==> src/core/tbpwm_consts.svh <==
// register offsets, field positions and reset values for the timer1 buzzer/pwm block
`ifndef TBPWM_CONSTS_SVH
`define TBPWM_CONSTS_SVH
`define TBPWM_IDX_DOWN_LOW 5'h00
`define TBPWM_IDX_CTRL 5'h01
`define TBPWM_IDX_PRESC_CTRL 5'h02
`define TBPWM_IDX_PRESC 5'h04
`define TBPWM_IDX_BUZZ 5'h05
`define TBPWM_IDX_PWMB_CTRL 5'h0A
`define TBPWM_IDX_PWMB_DUTY 5'h0C
`define TBPWM_IDX_HIGH 5'h0D
`define TBPWM_IDX_PWMC_CTRL 5'h11
`define TBPWM_IDX_PWMC_HIGH 5'h12
`define TBPWM_IDX_PWMC_DUTY 5'h13
`define TBPWM_BIT_OEN 7
`define TBPWM_BIT_OAL 6
`define TBPWM_BIT_BUZ_EN 7
`define TBPWM_BIT_TMR_EN 0
`define TBPWM_BIT_PS_DIS 3
`define TBPWM_RST_PRESC 8'hFF
`define TBPWM_RST_BUZZ 8'h0F
`define TBPWM_RST_CTRL 8'h01
`define TBPWM_RST_PRESC_CTRL 8'h07
`define TBPWM_RST_PERIOD 10'h3FF
`define TBPWM_RST_DUTY 10'h200
`define TBPWM_RST_HIGH 8'h38
`define TBPWM_RST_PWMC_HIGH 2'h2
`endif

==> src/core/tbpwm_pkg.sv <==
// types shared by the timer1 buzzer/pwm block
package tbpwm_pkg;
   typedef struct packed {
      logic output_enable;
      logic active_low;
      logic [9:0] duty;
   } tbpwm_chan_t;
   typedef struct packed {
      logic read;
      logic write;
      logic [6:0] address;
      logic [31:0] writedata;
   } tbpwm_req_t;
endpackage

==> src/core/tbpwm_top.sv <==
// timer1 down counter, prescaler, buzzer and two pwm channels behind an avalon-mm slave
`timescale 1ns/1ns
`include "tbpwm_consts.svh"
module tbpwm_top (
   // clock and reset
   input wire logic clk_sys_in,
   input wire logic sys_rst_in,
   // avalon-mm slave, word addressed by byte address bits 6:2
   input wire logic [6:0] avs_address_in,
   input wire logic avs_read_in,
   input wire logic avs_write_in,
   input wire logic [31:0] avs_writedata_in,
   input wire logic [3:0] avs_byteenable_in,
   output logic [31:0] avs_readdata_out,
   output logic avs_waitrequest_out,
   // port pins
   output logic port_pin_0_out,
   output logic port_pin_0_oe_out,
   output logic port_pin_1_out,
   output logic port_pin_1_oe_out,
   output logic port_pin_2_out,
   output logic port_pin_2_oe_out
);
   tbpwm_pkg::tbpwm_req_t req;
   tbpwm_pkg::tbpwm_chan_t chan_b;
   tbpwm_pkg::tbpwm_chan_t chan_c;
   logic [7:0] ctrl;
   logic [7:0] presc_ctrl;
   logic [7:0] buzz;
   logic [7:0] down_low;
   logic [7:0] high_bits;
   logic [1:0] pwmc_high;
   logic [7:0] pwmb_duty_low;
   logic [7:0] pwmc_duty_low;
   logic [7:0] presc;
   logic [9:0] count;
   logic [7:0] presc_prev;
   logic ack;
   logic [7:0] pwmb_ctrl_q;
   logic [7:0] pwmc_ctrl_q;

   // bus decode: one wait state, answer on the second cycle of a request
   assign req = '{read: avs_read_in, write: avs_write_in, address: avs_address_in, writedata: avs_writedata_in};
   wire [4:0] idx = req.address[6:2];
   wire lane0 = avs_byteenable_in[0];
   wire wr_go = req.write & ack & lane0;
   wire wr_down_low = wr_go & (idx == `TBPWM_IDX_DOWN_LOW);
   wire wr_ctrl = wr_go & (idx == `TBPWM_IDX_CTRL);
   wire wr_presc_ctrl = wr_go & (idx == `TBPWM_IDX_PRESC_CTRL);
   wire wr_buzz = wr_go & (idx == `TBPWM_IDX_BUZZ);
   wire wr_pwmb_ctrl = wr_go & (idx == `TBPWM_IDX_PWMB_CTRL);
   wire wr_pwmb_duty = wr_go & (idx == `TBPWM_IDX_PWMB_DUTY);
   wire wr_high = wr_go & (idx == `TBPWM_IDX_HIGH);
   wire wr_pwmc_ctrl = wr_go & (idx == `TBPWM_IDX_PWMC_CTRL);
   wire wr_pwmc_high = wr_go & (idx == `TBPWM_IDX_PWMC_HIGH);
   wire wr_pwmc_duty = wr_go & (idx == `TBPWM_IDX_PWMC_DUTY);

   // readable state; write-only registers read as zero
   wire [7:0] rd_byte = (idx == `TBPWM_IDX_PRESC) ? presc :
      (idx == `TBPWM_IDX_DOWN_LOW) ? count[7:0] :
      (idx == `TBPWM_IDX_CTRL) ? {5'h00, ctrl[2:0]} :
      (idx == `TBPWM_IDX_PRESC_CTRL) ? {2'h0, presc_ctrl[5:0]} :
      (idx == `TBPWM_IDX_HIGH) ? {2'h0, high_bits[5:4], 2'h0, count[9:8]} : 8'h00;

   // timing strobes
   wire timer_en = ctrl[`TBPWM_BIT_TMR_EN];
   wire presc_on = ~presc_ctrl[`TBPWM_BIT_PS_DIS];
   wire [2:0] presc_sel = presc_ctrl[2:0];
   wire [7:0] presc_next = presc - 8'h01;
   wire [7:0] presc_fall = presc_prev & ~presc;
   wire presc_tick = presc_on ? presc_fall[presc_sel] : 1'b1;
   wire tick = timer_en & presc_tick;
   wire [9:0] period = {high_bits[5:4], down_low};
   wire one_shot = ctrl[2];
   wire reload_sel = ctrl[1];
   wire underflow = (count == 10'h000);
   wire [9:0] next_count = ~tick ? count :
      ~underflow ? count - 10'h001 :
      one_shot ? count :
      reload_sel ? period : `TBPWM_RST_PERIOD;

   wire [3:0] tone_sel = buzz[3:0];
   wire tone = tone_sel[3] ? count[tone_sel[2:0]] : ~presc[tone_sel[2:0]];
   wire b_active = (count < chan_b.duty);
   wire c_active = (count < chan_c.duty);
   wire b_level = b_active ^ chan_b.active_low;
   wire c_level = c_active ^ chan_c.active_low;

   assign chan_b.output_enable = pwmb_ctrl_q[`TBPWM_BIT_OEN];
   assign chan_b.active_low = pwmb_ctrl_q[`TBPWM_BIT_OAL];
   assign chan_b.duty = {high_bits[3:2], pwmb_duty_low};
   assign chan_c.output_enable = pwmc_ctrl_q[`TBPWM_BIT_OEN];
   assign chan_c.active_low = pwmc_ctrl_q[`TBPWM_BIT_OAL];
   assign chan_c.duty = {pwmc_high, pwmc_duty_low};

   always_ff @(posedge clk_sys_in) begin
      if (sys_rst_in) begin
         ack <= 1'b0;
         avs_readdata_out <= 32'h0000_0000;
         avs_waitrequest_out <= 1'b1;
      end else begin
         ack <= (req.read | req.write) & ~ack;
         avs_waitrequest_out <= ~((req.read | req.write) & ~ack);
         avs_readdata_out <= {24'h000000, rd_byte};
      end
   end

   always_ff @(posedge clk_sys_in) begin
      if (sys_rst_in) begin
         ctrl <= `TBPWM_RST_CTRL;
         presc_ctrl <= `TBPWM_RST_PRESC_CTRL;
         buzz <= `TBPWM_RST_BUZZ;
         down_low <= 8'hFF;
         high_bits <= `TBPWM_RST_HIGH;
         pwmc_high <= `TBPWM_RST_PWMC_HIGH;
         pwmb_duty_low <= 8'h00;
         pwmc_duty_low <= 8'h00;
         pwmb_ctrl_q <= 8'h00;
         pwmc_ctrl_q <= 8'h00;
      end else begin
         if (wr_ctrl) ctrl <= req.writedata[7:0];
         if (wr_presc_ctrl) presc_ctrl <= req.writedata[7:0];
         if (wr_buzz) buzz <= req.writedata[7:0];
         if (wr_down_low) down_low <= req.writedata[7:0];
         if (wr_high) high_bits <= req.writedata[7:0];
         if (wr_pwmc_high) pwmc_high <= req.writedata[1:0];
         if (wr_pwmb_duty) pwmb_duty_low <= req.writedata[7:0];
         if (wr_pwmc_duty) pwmc_duty_low <= req.writedata[7:0];
         if (wr_pwmb_ctrl) pwmb_ctrl_q <= req.writedata[7:0];
         if (wr_pwmc_ctrl) pwmc_ctrl_q <= req.writedata[7:0];
      end
   end

   always_ff @(posedge clk_sys_in) begin
      if (sys_rst_in) begin
         presc <= `TBPWM_RST_PRESC;
         presc_prev <= `TBPWM_RST_PRESC;
         count <= `TBPWM_RST_PERIOD;
      end else begin
         presc_prev <= presc;
         if (timer_en & presc_on) presc <= presc_next;
         if (wr_down_low) count <= {high_bits[5:4], req.writedata[7:0]};
         else count <= next_count;
      end
   end

   // pins driven only when their function is enabled
   always_ff @(posedge clk_sys_in) begin
      if (sys_rst_in) begin
         port_pin_0_out <= 1'b0;
         port_pin_0_oe_out <= 1'b0;
         port_pin_1_out <= 1'b0;
         port_pin_1_oe_out <= 1'b0;
         port_pin_2_out <= 1'b0;
         port_pin_2_oe_out <= 1'b0;
      end else begin
         port_pin_0_out <= chan_b.output_enable & b_level;
         port_pin_0_oe_out <= chan_b.output_enable;
         port_pin_1_out <= chan_c.output_enable & c_level;
         port_pin_1_oe_out <= chan_c.output_enable;
         port_pin_2_out <= buzz[`TBPWM_BIT_BUZ_EN] & tone;
         port_pin_2_oe_out <= buzz[`TBPWM_BIT_BUZ_EN];
      end
   end
endmodule
==> config.mk <==
export PLATFORM = sky130hd
export DESIGN_NAME = tbpwm_top
export DESIGN_NICKNAME = d
export VERILOG_FILES = /design/src/core/tbpwm_pkg.sv /design/src/core/tbpwm_top.sv
export VERILOG_INCLUDE_DIRS = /design/src /design/src/core
export SDC_FILE = /design/constraint.sdc
export NUM_CORES = 1
export LEC_CHECK = 0
export BUFFER_PORTS_ARGS = -buffer_cell sky130_fd_sc_hd__buf_4
export CAP_MARGIN = 20
export CORE_MARGIN = 8
export CORE_UTILIZATION = 55
export DETAILED_ROUTE_END_ITERATION = 7
export PLACE_DENSITY_LB_ADDON = 0.2
export SLEW_MARGIN = 15
export SYNTH_ARGS = -nofsm -noshare
export SYNTH_HDL_FRONTEND = slang
export SYNTH_SLANG_ARGS = --single-unit
==> constraint.sdc <==
create_clock -name clk_sys_in -period 6.03 [get_ports clk_sys_in]
set_input_delay 0.9045 -clock clk_sys_in [delete_from_list [all_inputs] [get_ports clk_sys_in]]
set_output_delay 0.9045 -clock clk_sys_in [all_outputs]
set_load 0.05 [all_outputs]
Yosys cells after proc, flatten, opt, wreduce, memory -nomap -nowiden
Cells that the tools add are included.
{"block": "totals", "output_inout_bits": 39, "reg_bits": 131, "elab_cells": 90, "input_bits": 47}
{"block": "op_classes", "eq_ne": 11, "reduce_logical": 4, "n_lt_le_gt_ge": 5, "add_sub_neg": 2, "n_bitwise": 27, "mux": 18}
{"op": "$mux 10", "count": 5}
{"op": "$lt 10x10->1", "count": 2}
{"op": "$and 1x1->1", "count": 18}
{"op": "$mux 6", "count": 3}
{"op": "$mux 8", "count": 2}
{"op": "$eq 5x4->1 const B", "count": 3}
{"op": "$eq 5x5->1 const B", "count": 3}
{"op": "$eq 5x3->1 const B", "count": 2}
{"op": "$logic_not 10->1", "count": 1}
{"op": "$sub 10x1->10 const B", "count": 1}
{"op": "$bmux 1 s3", "count": 3}
{"op": "$and 8x8->8", "count": 1}
{"op": "$lt 3x4->1 const B", "count": 2}
{"op": "$not 8->8", "count": 1}
{"op": "$sub 8x1->8 const B", "count": 1}
{"op": "$eq 5x1->1 const B", "count": 1}
{"op": "$eq 5x2->1 const B", "count": 1}
{"op": "$logic_not 5->1", "count": 1}
{"op": "$lt 3x5->1 const B", "count": 1}
{"op": "$mux 1", "count": 5}
{"op": "$not 1->1", "count": 4}
{"op": "$ne 3x3->1 const B", "count": 1}
{"op": "$reduce_and 2->1", "count": 1}
{"op": "$reduce_bool 2->1", "count": 1}
{"op": "2 further kinds", "count": 3}

Longest topological paths before layout
Gate-level depths: netlist (run 1).
{"block": "depth", "depth_word": 8, "ltp_mapped": 9}

Least setup slack after synthesis (run 1)
OpenSTA, ideal clock, no wires.
{"block": "synth_path", "kind": "input to register", "from": "input avs_address_in[3]", "to": "register presc_ctrl[0]", "arrival_ns": 2.306, "setup_time_ns": 0.120, "path_slack_ns": 3.605, "cell_stages": 6, "cell_sequence": "clkbuf_1 > nor2b_1 > and3_1 > clkbuf_1 > nor2b_1 > a211o_1"}
{"block": "synth_between", "elab_chain_cells": 2}
{"item": "start, declared", "line": "tbpwm_top.sv:9", "source": "input wire logic [6:0] avs_address_in,"}
{"item": "$eq 5x2->1 (no source line)"}
{"item": "$and 1x1->1", "line": "tbpwm_top.sv:49", "source": "wire wr_presc_ctrl = wr_go & (idx == `TBPWM_IDX_PRESC_CTRL);"}
{"item": "end signal, assigned", "line": "tbpwm_top.sv:111", "source": "presc_ctrl <= `TBPWM_RST_PRESC_CTRL;"}
{"item": "end signal, assigned", "line": "tbpwm_top.sv:122", "source": "if (wr_presc_ctrl) presc_ctrl <= req.writedata[7:0];"}
{"item": "end, declared", "line": "tbpwm_top.sv:28", "source": "logic [7:0] presc_ctrl;"}
No other way between the ends.
A chain may end at the register's enable or synchronous reset.

Worst setup path in the final report (run 1)
{"block": "layout_path", "from": "input avs_address_in[4]", "to": "register count[7]"}
{"block": "layout_between", "elab_chain_cells": 4, "elab_cells_between_ends": 6, "classes_between": "1 x eq/ne; 1 x mux; 1 x bitwise; 3 x reduce/logical"}
{"item": "$logic_not 5->1 (no source line) *"}
{"item": "$and 1x1->1 *", "line": "tbpwm_top.sv:47", "source": "wire wr_down_low = wr_go & (idx == `TBPWM_IDX_DOWN_LOW);"}
{"item": "$ne 3x3->1 (no source line) or $reduce_bool 2->1 (tied branches)"}
{"item": "$reduce_and 2->1 (no source line)"}
{"item": "end signal, assigned", "line": "tbpwm_top.sv:138", "source": "count <= `TBPWM_RST_PERIOD;"}
{"item": "end signal, assigned", "line": "tbpwm_top.sv:142", "source": "if (wr_down_low) count <= {high_bits[5:4], req.writedata[7:0]};"}
{"item": "end signal, assigned", "line": "tbpwm_top.sv:143", "source": "else count <= next_count;"}
{"item": "end, declared", "line": "tbpwm_top.sv:36", "source": "logic [9:0] count;"}
Mark *: on every way between the ends. The rest lies on a longest branch, timed or not.

==> key figures, run 1 <==
Global route
  • Global-route wire length before repair: 17800 µm
  • Global-route usage over all layers: 19.1%
  • Met2 GRT Util: 31.0%
  • Initial antenna violation count: 0
  • Vias in the first global route: between 3000 and 4000
  • Grt ovf: 0
  • GR Layer Usage met3: 2.96%
  • Largest net degree at the start of global routing: 94
  • Busiest grt layer: met2
  • Met1 Resource Use GR: 25.0%

Power
  • Cell leakage power: 2.09 nW
  • Power per cell area: between 200 and 250 nW/µm²
  • Worst IR Drop VDD: 120 µV
  • Design Power: approximately 0.0011 W

Floorplan
  • IO Count: 86
  • Die W: 109 µm
  • Area of the die: between 10000 and 15000 µm²
  • Core Region: 8550 µm²
  • Initial core utilization: 55.5%
  • Die height: around 110 µm
  • Cell Rows: 34

Setup path
  • Crit path max fanout: 18
  • Reg-to-reg endpoint: count[5]
  • Reg-to-reg slack, setup: roughly 3500 ps
  • Crit path arrival time: 3210 ps
  • CP required: approximately 6300 ps
  • CP Launch Point: avs_address_in[4]
  • Crit. End Element: flop
  • CP Launch Type: input pin
  • FF-to-FF Start: count[1]
  • Crit Path Category: input pin to flop
  • Crit path to: count[7]
  • Reg2Reg Depth: 7

Timing
  • Worst-Margin Slew: 902 ps
  • Slew Limit Fails: 0
  • Min Hold Slack: 450 ps
  • Final setup vio count: 0
  • Setup TNS: 0 ps
  • Fin. Hold Viols: 0
  • Slew HR: between 30 and 40%
  • Minimum clock period: 2950 ps
  • RSZ-0062 raised after global routing: false
  • Fmax: between 300 and 400 MHz
  • Crit share post-route: around half
  • Max Clock Skew: 4.53 ps

Clock network
  • CTS HTree Levels: 3
  • Clk buf depth: 2
  • TritonCTS clock tree: built
  • TritonCTS Buffers: 9
  • Hold Buf Count CTS: 0
  • Total setup buffers inserted after CTS: 0
  • CTS resizes: 0
  • Clock-pin transition on the worst setup and hold timing paths: 80 ps
  • CTS Sinks: 90
  • Skew-Pair Late Insertion Delay: 350 ps
  • Clk root buf: clkbuf_8

Synthesis
  • Synth cell types: 62
  • Mapped Cells: approximately 540
  • Area contributors post-synth: dfxtp_1, mux2i_1, ha_1
  • Yosys warning total: 0
  • FFs w/ async S/R, synth: 0%
  • Sequential share of the synthesized area: approximately 38%
  • Syn Std Cell Area: 4750 µm²
  • Flops & latches, synth: 90
  • Main synth FF type: dfxtp_1
  • Number of synthesized flops with an enable pin: 0
  • Avg Cell Area, Syn: 8.84 µm²
  • Synth top area share: 38.0%
  • Area leader, netlist: dfxtp_1

Layout
  • Layout cells sized above 1: between 10% and 20%
  • Number of diodes: 0
  • Post-Layout Cell Count: 657
  • Net count, final: 614
  • Area growth syn-to-layout: 6.43%
  • Fill count: 799

Placed design
  • # port buffers: 32
  • RePlAce Congestion: ~0.82
  • DP Wirelength: approximately 8000 µm
  • Placed cell count: 644

Flow run
  • Maxcap violations: 0

Outcome
  • Status: completed

Detailed routing
  • DRT iter0 DRCs: 297
  • DRC: 0
  • Total wire length: 11200 µm
  • First-pass iteration count of the detailed router: 4
  • Vias/cell: 5.72
  • Via count: 3756
  • ANT nets after route: 0
  • WL/cell: 17.0 µm

Min path
  • Hold Crit Class: flop to flop
-- registers in the layout, indices dropped and copies added (netlist names), 2 cells and up --
| register | count |
|---|---|
| ctrl | 3 |
| avs_readdata_out | 8 |
| presc | 8 |
| presc_ctrl | 6 |
| buzz | 5 |
| pwmb_ctrl_q | 2 |
| pwmc_ctrl_q | 2 |
| pwmc_high | 2 |
| count | 10 |
| presc_prev | 8 |
| down_low | 8 |
| high_bits | 4 |
| pwmc_duty_low | 8 |
| pwmb_duty_low | 8 |
-- routing by layer --
metal / wire, µm / vias up
met5: 0 / -
met4: 253 / 0
met3: 772 / 19
met2: 5430 / 102
met1: 4710 / 1776
li1: - / 1859
-- cells in the mapped netlist, types with 6 or more instances --
cell type and number:
nor3_1 20, nand3b_1 6, nand4_1 7, or2_2 8, a211o_1 12, dfxtp_1 90, o21ai_0 7, buf_4 24
a21oi_1 18, and3_1 11, inv_1 37, nand2_1 13, ha_1 20, o21bai_1 6, a22oi_1 10, nor4_1 7
nor2b_1 17, clkbuf_1 23, mux2i_1 26, a211oi_1 9, nand3_1 9, nand2b_1 10, nor2_1 62
-- cell families after synthesis --
group | after synthesis | synth area share (%)
and+or+nand+nor | 199 | 23.1
buffers and inverters | 93 | 9.51
adders and majority gates | 20 | 5.27
AOI/OAI and AO/OA | 95 | 14.7
muxes | 32 | 8.09
other | 1 | 0.0790
DFF | 90 | 38.0
xor gates and xnor gates | 7 | 1.29
-- through the flow --
stage	utilization, %	worst slack, ps	area [µm²]
6_report	59.1	3080	5050
2_1_floorplan	-	3600	4830
3_5_place_dp	57.3	2720	4900
3_3_place_gp	57.3	2800	4900
4_1_cts	59.1	3090	5050
5_1_grt	59.1	2830	5050
-- report_power, final --
group	leakage (nW)	internal (W)	total, W	switching [W]
combinational	1.27	0.0000228	0.0000974	0.0000745
clock	0.0838	0.000154	0.000358	0.000204
sequential	0.729	0.000600	0.000605	0.00000541
total	2.09	0.000776	0.00106	0.000284
-- worst min-delay path by stage --
stage	from	end	slack (ps)	cells after the start
detailed placement	down_low[6]	down_low[6]	440	2
CTS	down_low[6]	down_low[6]	450	2
global route	pwmc_ctrl_q[6]	pwmc_ctrl_q[6]	470	2
global placement	down_low[6]	down_low[6]	440	2
floorplan	down_low[6]	down_low[6]	420	2
finish	down_low[6]	down_low[6]	450	2
-- critical path: stages --
cell      delay (ps)
buf_4            130
nor3_1           650
nand3_1          660
nand2b_1         540
nor4_1           110
a211oi_1         200
-- layout make-up --
cell class              count  area, µm²  area share (%)
clock buffers              10        138            2.72
clock inverters             3       18.8           0.371
inverters                  37        139            2.75
multi-input cells         377       2580            51.1
flip-flops and latches     90       1800            35.7
well taps                 108        135            2.67
repair buffers             32        240            4.75
-- layout by cell type, fill, tap and decap left out, drive strengths merged, types with 5 or more instances in the layout --
cell	synthesis	routed
conb	1	24
nand2	13	13
nor4	8	8
nor2b	17	17
nand3	11	11
inv	37	37
or2	9	9
clkbuf	23	10
nand2b	10	10
a22oi	10	10
or3	5	5
mux4	5	5
dfxtp	90	90
o21bai	6	6
o211ai	5	5
nand3b	6	6
mux2i	26	26
o21a	5	5
buf	33	32
a21oi	18	18
a211o	12	12
and3	11	11
nor2	62	62
ha	20	20
or3b	5	5
nor3	20	20
a211oi	9	9
o21ai	8	8
nand4	7	7
Note: power is estimated with default switching activity, not from simulation.
==> run 2: changes to the inputs <==
ABC_AREA = 1   (was unset)
CORE_UTILIZATION = 50   (was 55)
clock period = 2.6 ns   (was 6.03 ns; I/O delays follow)
==> run 2 against run 1 <==
Sequential cell count unchanged. Critical path depth is 5 higher. Critical path type is now flop to flop. Largest power group unchanged. Global-route usage is 0.25 points higher. Largest cell class unchanged. Synthesized cell count is 18% higher. First-iteration DRC count decreased by 9.8%. Count of clock-buffer cells in the layout shrank 1. Worst hold slack worse by 200 ps. Combinational power rose by 150%. Die area is 6.0% higher. Setup slack got worse by 2600 ps.
==> key figures, run 2 <==
Timing
  • RSZ-0062 raised after global routing: false
  • Fmax: 482 MHz
  • Fin. Hold Viols: 0
  • Crit share post-route: 79.9%
  • Minimum clock period: 2080 ps
  • Slew HR: 48.6%
  • Setup TNS: 0 ps
  • Slew Limit Fails: 0
  • Worst-Margin Slew: 770 ps
  • Max Clock Skew: between 7 and 8 ps
  • Final setup vio count: 0

Placed design
  • # port buffers: 32
  • DP Wirelength: between 8000 and 9000 µm
  • Dpl cell area: 4840 µm²
  • RePlAce Congestion: roughly 0.95

Synthesis
  • Syn Std Cell Area: 4620 µm²
  • Avg Cell Area, Syn: 7.28 µm²
  • Number of synthesized flops with an enable pin: 0
  • Synth cell types: 38
  • Sequential share of the synthesized area: 39.0%
  • Area leader, netlist: dfxtp_1
  • Flops & latches, synth: 90
  • FFs w/ async S/R, synth: 0%
  • Count leader, synth: nand2_1
  • Yosys warning total: 0
  • Synth cell count leaders: nand2_1, inv_1, dfxtp_1
  • Mapped Cells: around 630
  • Synth top area share: a little under 40%
  • Main synth FF type: dfxtp_1
  • Area contributors post-synth: dfxtp_1, nand2_1, inv_1

Global route
  • Global-route usage over all layers: 19.4%
  • GR Layer Usage met3: between 2 and 3%
  • Initial antenna violation count: 0
  • Grt ovf: 0
  • Global-route wire length before repair: 19900 µm
  • Largest net degree at the start of global routing: 28
  • Vias in the first global route: 4014
  • Met2 GRT Util: 32.1%
  • Met1 Resource Use GR: 25.1%
  • Busiest grt layer: met2

Detailed routing
  • Vias/cell: approximately 5.3
  • DRC: 0
  • First-pass iteration count of the detailed router: 5
  • Total wire length: 11800 µm
  • ANT nets after route: 0
  • DRT iter0 DRCs: 268
  • Via count: between 4000 and 5000
  • WL/cell: 15.2 µm

Power
  • Worst IR Drop VDD: 356 µV
  • Design Power: 0.00264 W
  • Power per cell area: ~520 nW/µm²
  • Switching Fraction: ~28%
  • Cell leakage power: 2.30 nW
  • Part of the power in registers: 53.2%
  • Clock Power Share: 37.7%
  • Int Power: 0.00190 W
  • Switch Pwr: roughly 0.00075 W
  • Combinational power share: 9.1%

Floorplan
  • IO Count: 86
  • Die W: 112 µm
  • Core Region: roughly 9100 µm²
  • Initial core utilization: around half
  • Die height: 112 µm
  • Area of the die: 12600 µm²
  • Cell Rows: 35

Setup path
  • Crit. End Element: flop
  • Crit Path Category: flop to flop
  • Crit path arrival time: 2330 ps
  • CP Launch Point: count[0]
  • Crit path to: count[7]
  • CP Launch Type: flop
  • Crit path max fanout: 11
  • Reg-to-reg slack, setup: 520 ps
  • Reg-to-reg endpoint: count[7]
  • Reg2Reg Depth: 11
  • CP required: between 2000 and 3000 ps
  • FF-to-FF Start: count[0]

Clock network
  • Clk buf depth: 2
  • CTS Sinks: 90
  • CTS resizes: 0
  • Clock-pin transition on the worst setup and hold timing paths: approximately 100 ps
  • Total setup buffers inserted after CTS: 0
  • CTS HTree Levels: 3
  • TritonCTS Buffers: 9
  • TritonCTS clock tree: built
  • Clk root buf: clkbuf_8
  • Skew-Pair Late Insertion Delay: 370 ps
  • Hold Buf Count CTS: 0

Layout
  • Area growth syn-to-layout: 9.08%
  • Net count, final: 729
  • Number of diodes: 0
  • Final instance area: 5040 µm²
  • Most flops, register: count
  • Multi-input gate area: 2270 µm²
  • Commonest non-fill, non-tap cells in the layout: nand2_1, inv_1, dfxtp_1
  • Reg area: 1800 µm²
  • Layout cells sized above 1: 10.8%
  • Commonest non-fill, non-tap cell in the layout: nand2_1
  • Fill count: 918
  • Largest register FFs: 10

Min path
  • Hold Crit Class: input pin to flop
  • Hold_sp: avs_writedata_in[3]

Outcome
  • Status: completed

Flow run
  • Maxcap violations: 0
run 2: per-layer routing:
layer	up-vias	part of all wire [%]
met5	-	0
met1	1919	46
met2	118	47
met4	0	1.9
li1	2090	-
met3	19	5.4
run 2: worst min-delay path by stage:
stage	slack, ps	depth (start not counted)	end
after floorplan	410	2	port_pin_1_oe_out
after global placement	430	2	port_pin_1_oe_out
after detailed placement	440	2	port_pin_0_oe_out
after CTS	250	3	high_bits[3]
after global routing	270	3	high_bits[3]
final	250	3	high_bits[3]
run 2: kinds of logic after synthesis:
group,count (synthesis),share of synthesized area [%]
AO/OA/AOI/OAI,140,17.6
XOR/XNOR,2,0.379
adder cells (fa/ha/maj),20,5.42
buffers and inverters,136,13.6
flip-flops,90,39.0
other,1,0.0812
AND/OR/NAND/NOR,245,23.9
run 2: power groups by stage:
stage / logic, W / clock network [W] / registers [W]
3_3_place_gp: 0.000233 / 0 / 0.00144
5_1_grt: 0.000259 / 0.00106 / 0.00141
3_5_place_dp: 0.000236 / 0 / 0.00144
6_report: 0.000240 / 0.000997 / 0.00141
4_1_cts: 0.000238 / 0.00100 / 0.00141
2_1_floorplan: 0.000180 / 0 / 0.00145
run 2: worst max-delay path: stages (launching register included):
cell     delay [ps]
dfxtp_1         370
inv_1           210
ha_1            260
nand2_2         110
nor2_4          220
nand3_2          80
nand2_1          80
inv_2            50
nand2_2         200
inv_1           180
nand2_1         100
nand3_1          80
run 2: through the flow:
| stage | utilization (%) | cells | setup slack (ps) | hold WS (ps) |
|---|---|---|---|---|
| after floorplan | - | 657 | 1070 | 411 |
| after global placement | 53.1 | 762 | 594 | 430 |
| after detailed placement | 53.1 | 762 | 556 | 437 |
| after CTS | 55.3 | 778 | 534 | 246 |
| after global routing | 55.3 | 778 | 279 | 266 |
| final | 55.3 | 778 | 523 | 253 |
run 2: final cells by class:
class	instances	area share, %
clock buffers	9	2.46
clock inverters	7	1.52
inverters	94	7.00
multi-input cells	431	45.1
flip-flops and latches	90	35.8
well taps	111	2.76
repair buffers	36	5.37
==> run 3: changes to the inputs <==
clock period = 1.8 ns   (was 2.6 ns; I/O delays follow)
==> run 3 against run 2 <==
Core utilization is 1.4 points higher. Count of clock-buffer cells in the layout stayed put. Worst hold slack worse by 120 ps. Critical path depth stayed put. Highest routed layer unchanged.
==> key figures, run 3 (synthesis gave the netlist of run 2 again) <==
Clock network
  • Clk buf depth: 2
  • CTS Sinks: 90
  • Total setup buffers inserted after CTS: 0
  • CTS HTree Levels: 3
  • Hold Buf Count CTS: 0
  • Clk root buf: clkbuf_8
  • TritonCTS clock tree: built
  • Clock-pin transition on the worst setup and hold timing paths: 90 ps
  • CTS resizes: 0
  • TritonCTS Buffers: 9
  • Skew-Pair Late Insertion Delay: 370 ps

Floorplan
  • IO Count: 86
  • Die height: 112 µm
  • Initial core utilization: slightly above 50%
  • Die W: between 100 and 150 µm
  • Core Region: 9110 µm²
  • Area of the die: 12600 µm²
  • Cell Rows: 35

Detailed routing
  • WL/cell: around 15 µm
  • Vias/cell: 5.24
  • ANT nets after route: 0
  • First-pass iteration count of the detailed router: 5
  • Total wire length: between 10000 and 15000 µm
  • Via count: between 4000 and 5000
  • DRC: 0
  • DRT iter0 DRCs: between 200 and 300

Layout
  • Layout cells sized above 1: approximately 13%
  • Multi-input gate area: 2270 µm²
  • Number of diodes: 0
  • Net count, final: between 700 and 800
  • Fill count: about 900
  • Most flops, register: count
  • Commonest non-fill, non-tap cell in the layout: nand2_1
  • Area growth syn-to-layout: 11.8%
  • Reg area: 1800 µm²
  • Commonest non-fill, non-tap cells in the layout: nand2_1, inv_1, dfxtp_1
  • Largest register FFs: 10

Setup path
  • Cell count along the critical path: 11
  • Crit path buf inv count: 3
  • Reg-to-reg slack, setup: between 150 and 200 ps
  • Critical path's top delay family: simple AND/OR/NAND/NOR gates
  • CP Launch Type: flop
  • Reg-to-reg endpoint: count[1]
  • Critical Path Slowest Stage Cell: dfxtp_1
  • Crit path arrival time: 1950 ps
  • CP required: 2110 ps
  • Crit. End Element: flop
  • CP max stage delay: 520 ps
  • Crit path to: count[1]
  • Most used cell, CP: nand2_1
  • Crit path max fanout: 7
  • Crit Path Category: flop to flop
  • FF-to-FF Start: count[7]
  • Critical Path, Cell by Cell: buf_4, nor2_1, nand2_1, nor2_4, nand3_2, nand2_1, inv_2, nand2_2, inv_1, nand2_1, nand3_1
  • Reg2Reg Depth: 11
  • CP Launch Point: count[7]

Timing
  • Fin. Hold Viols: 0
  • Final setup vio count: 0
  • Slew HR: 65.2%
  • RSZ-0062 raised after global routing: false
  • Worst-Margin Slew: approximately 520 ps
  • Setup TNS: 0 ps
  • Crit share post-route: between 90% and 100%
  • Min Hold Slack: 132 ps
  • Minimum clock period: 1640 ps
  • Max Clock Skew: 6.88 ps
  • Fmax: 609 MHz
  • Slew Limit Fails: 0

Global route
  • Global-route wire length before repair: 19700 µm
  • Initial antenna violation count: 0
  • Vias in the first global route: 4004
  • Largest net degree at the start of global routing: 37
  • Global-route usage over all layers: 19.4%
  • Grt ovf: 0

Power
  • Worst IR Drop VDD: 476 µV
  • Power per cell area: 746 nW/µm²
  • Cell leakage power: approximately 2.4 nW

Placed design
  • RePlAce Congestion: 0.910
  • DP Wirelength: 8870 µm
  • # port buffers: 32

Outcome
  • Status: completed

Min path
  • Hold_sp: avs_writedata_in[3]
  • Hold Crit Class: input pin to flop

Flow run
  • Maxcap violations: 0
-- run 3: cell count changes in the layout (fill, tap and decap cells not counted) --
cell / delta
inv_6: +1
clkinv_2: -1
clkinvlp_4: -1
buf_4: +13
buf_12: +1
inv_8: +1
-- run 3: final cells by class --
cell class                      count  area share [%]
Tap cell                          111            2.69
Multi-Input combinational cell    431            44.0
Clock inverter                      7            1.62
Inverter                           94            6.83
Clock buffer                        9            2.40
Sequential cell                    90            34.9
Timing Repair Buffer               50            7.51
-- run 3: through the flow --
| stage | cells | cell area, µm² | setup WS [ps] | utilization (%) | power [W] |
|---|---|---|---|---|---|
| after floorplan | 657 | 4700 | 271 | - | 0.00236 |
| after global placement | 776 | 4950 | 185 | 54.4 | 0.00242 |
| after detailed placement | 776 | 4950 | 96.0 | 54.4 | 0.00243 |
| after CTS | 792 | 5160 | 151 | 56.7 | 0.00387 |
| after global routing | 792 | 5160 | 19.7 | 56.7 | 0.00400 |
| final | 792 | 5160 | 158 | 56.7 | 0.00385 |
-- run 3: tightest hold or removal path, delay by kind of cell --
| family | cells | cell delay, ps |
|---|---|---|
| AOI/OAI and AO/OA | 1 | 60 |
| buffers and inverters | 1 | 90 |
| and+or+nand+nor | 1 | 50 |
-- run 3: routing by layer --
metal | routed length (µm) | global-route usage (%) | share of wire, % | vias up
met4 | 235 | 6.29 | 2.0 | 0
li1 | - | - | - | 2118
met3 | 808 | 3.70 | 6.8 | 21
met5 | 0 | 0 | 0 | -
met1 | 5290 | 24.8 | 45 | 1871
met2 | 5470 | 32.1 | 46 | 139
-- run 3: how the worst min path moves through the flow --
stage,to,depth (start not counted)
2_1_floorplan,ctrl[0],2
6_report,high_bits[3],3
4_1_cts,high_bits[3],3
3_3_place_gp,pwmc_duty_low[0],2
3_5_place_dp,port_pin_2_oe_out,2
5_1_grt,high_bits[3],3
-- run 3: report_power, final --
part           switching (W)  leakage (nW)  internal (W)
logic               0.000274          1.55     0.0000792
registers          0.0000177         0.729       0.00201
clock network       0.000799         0.103      0.000669
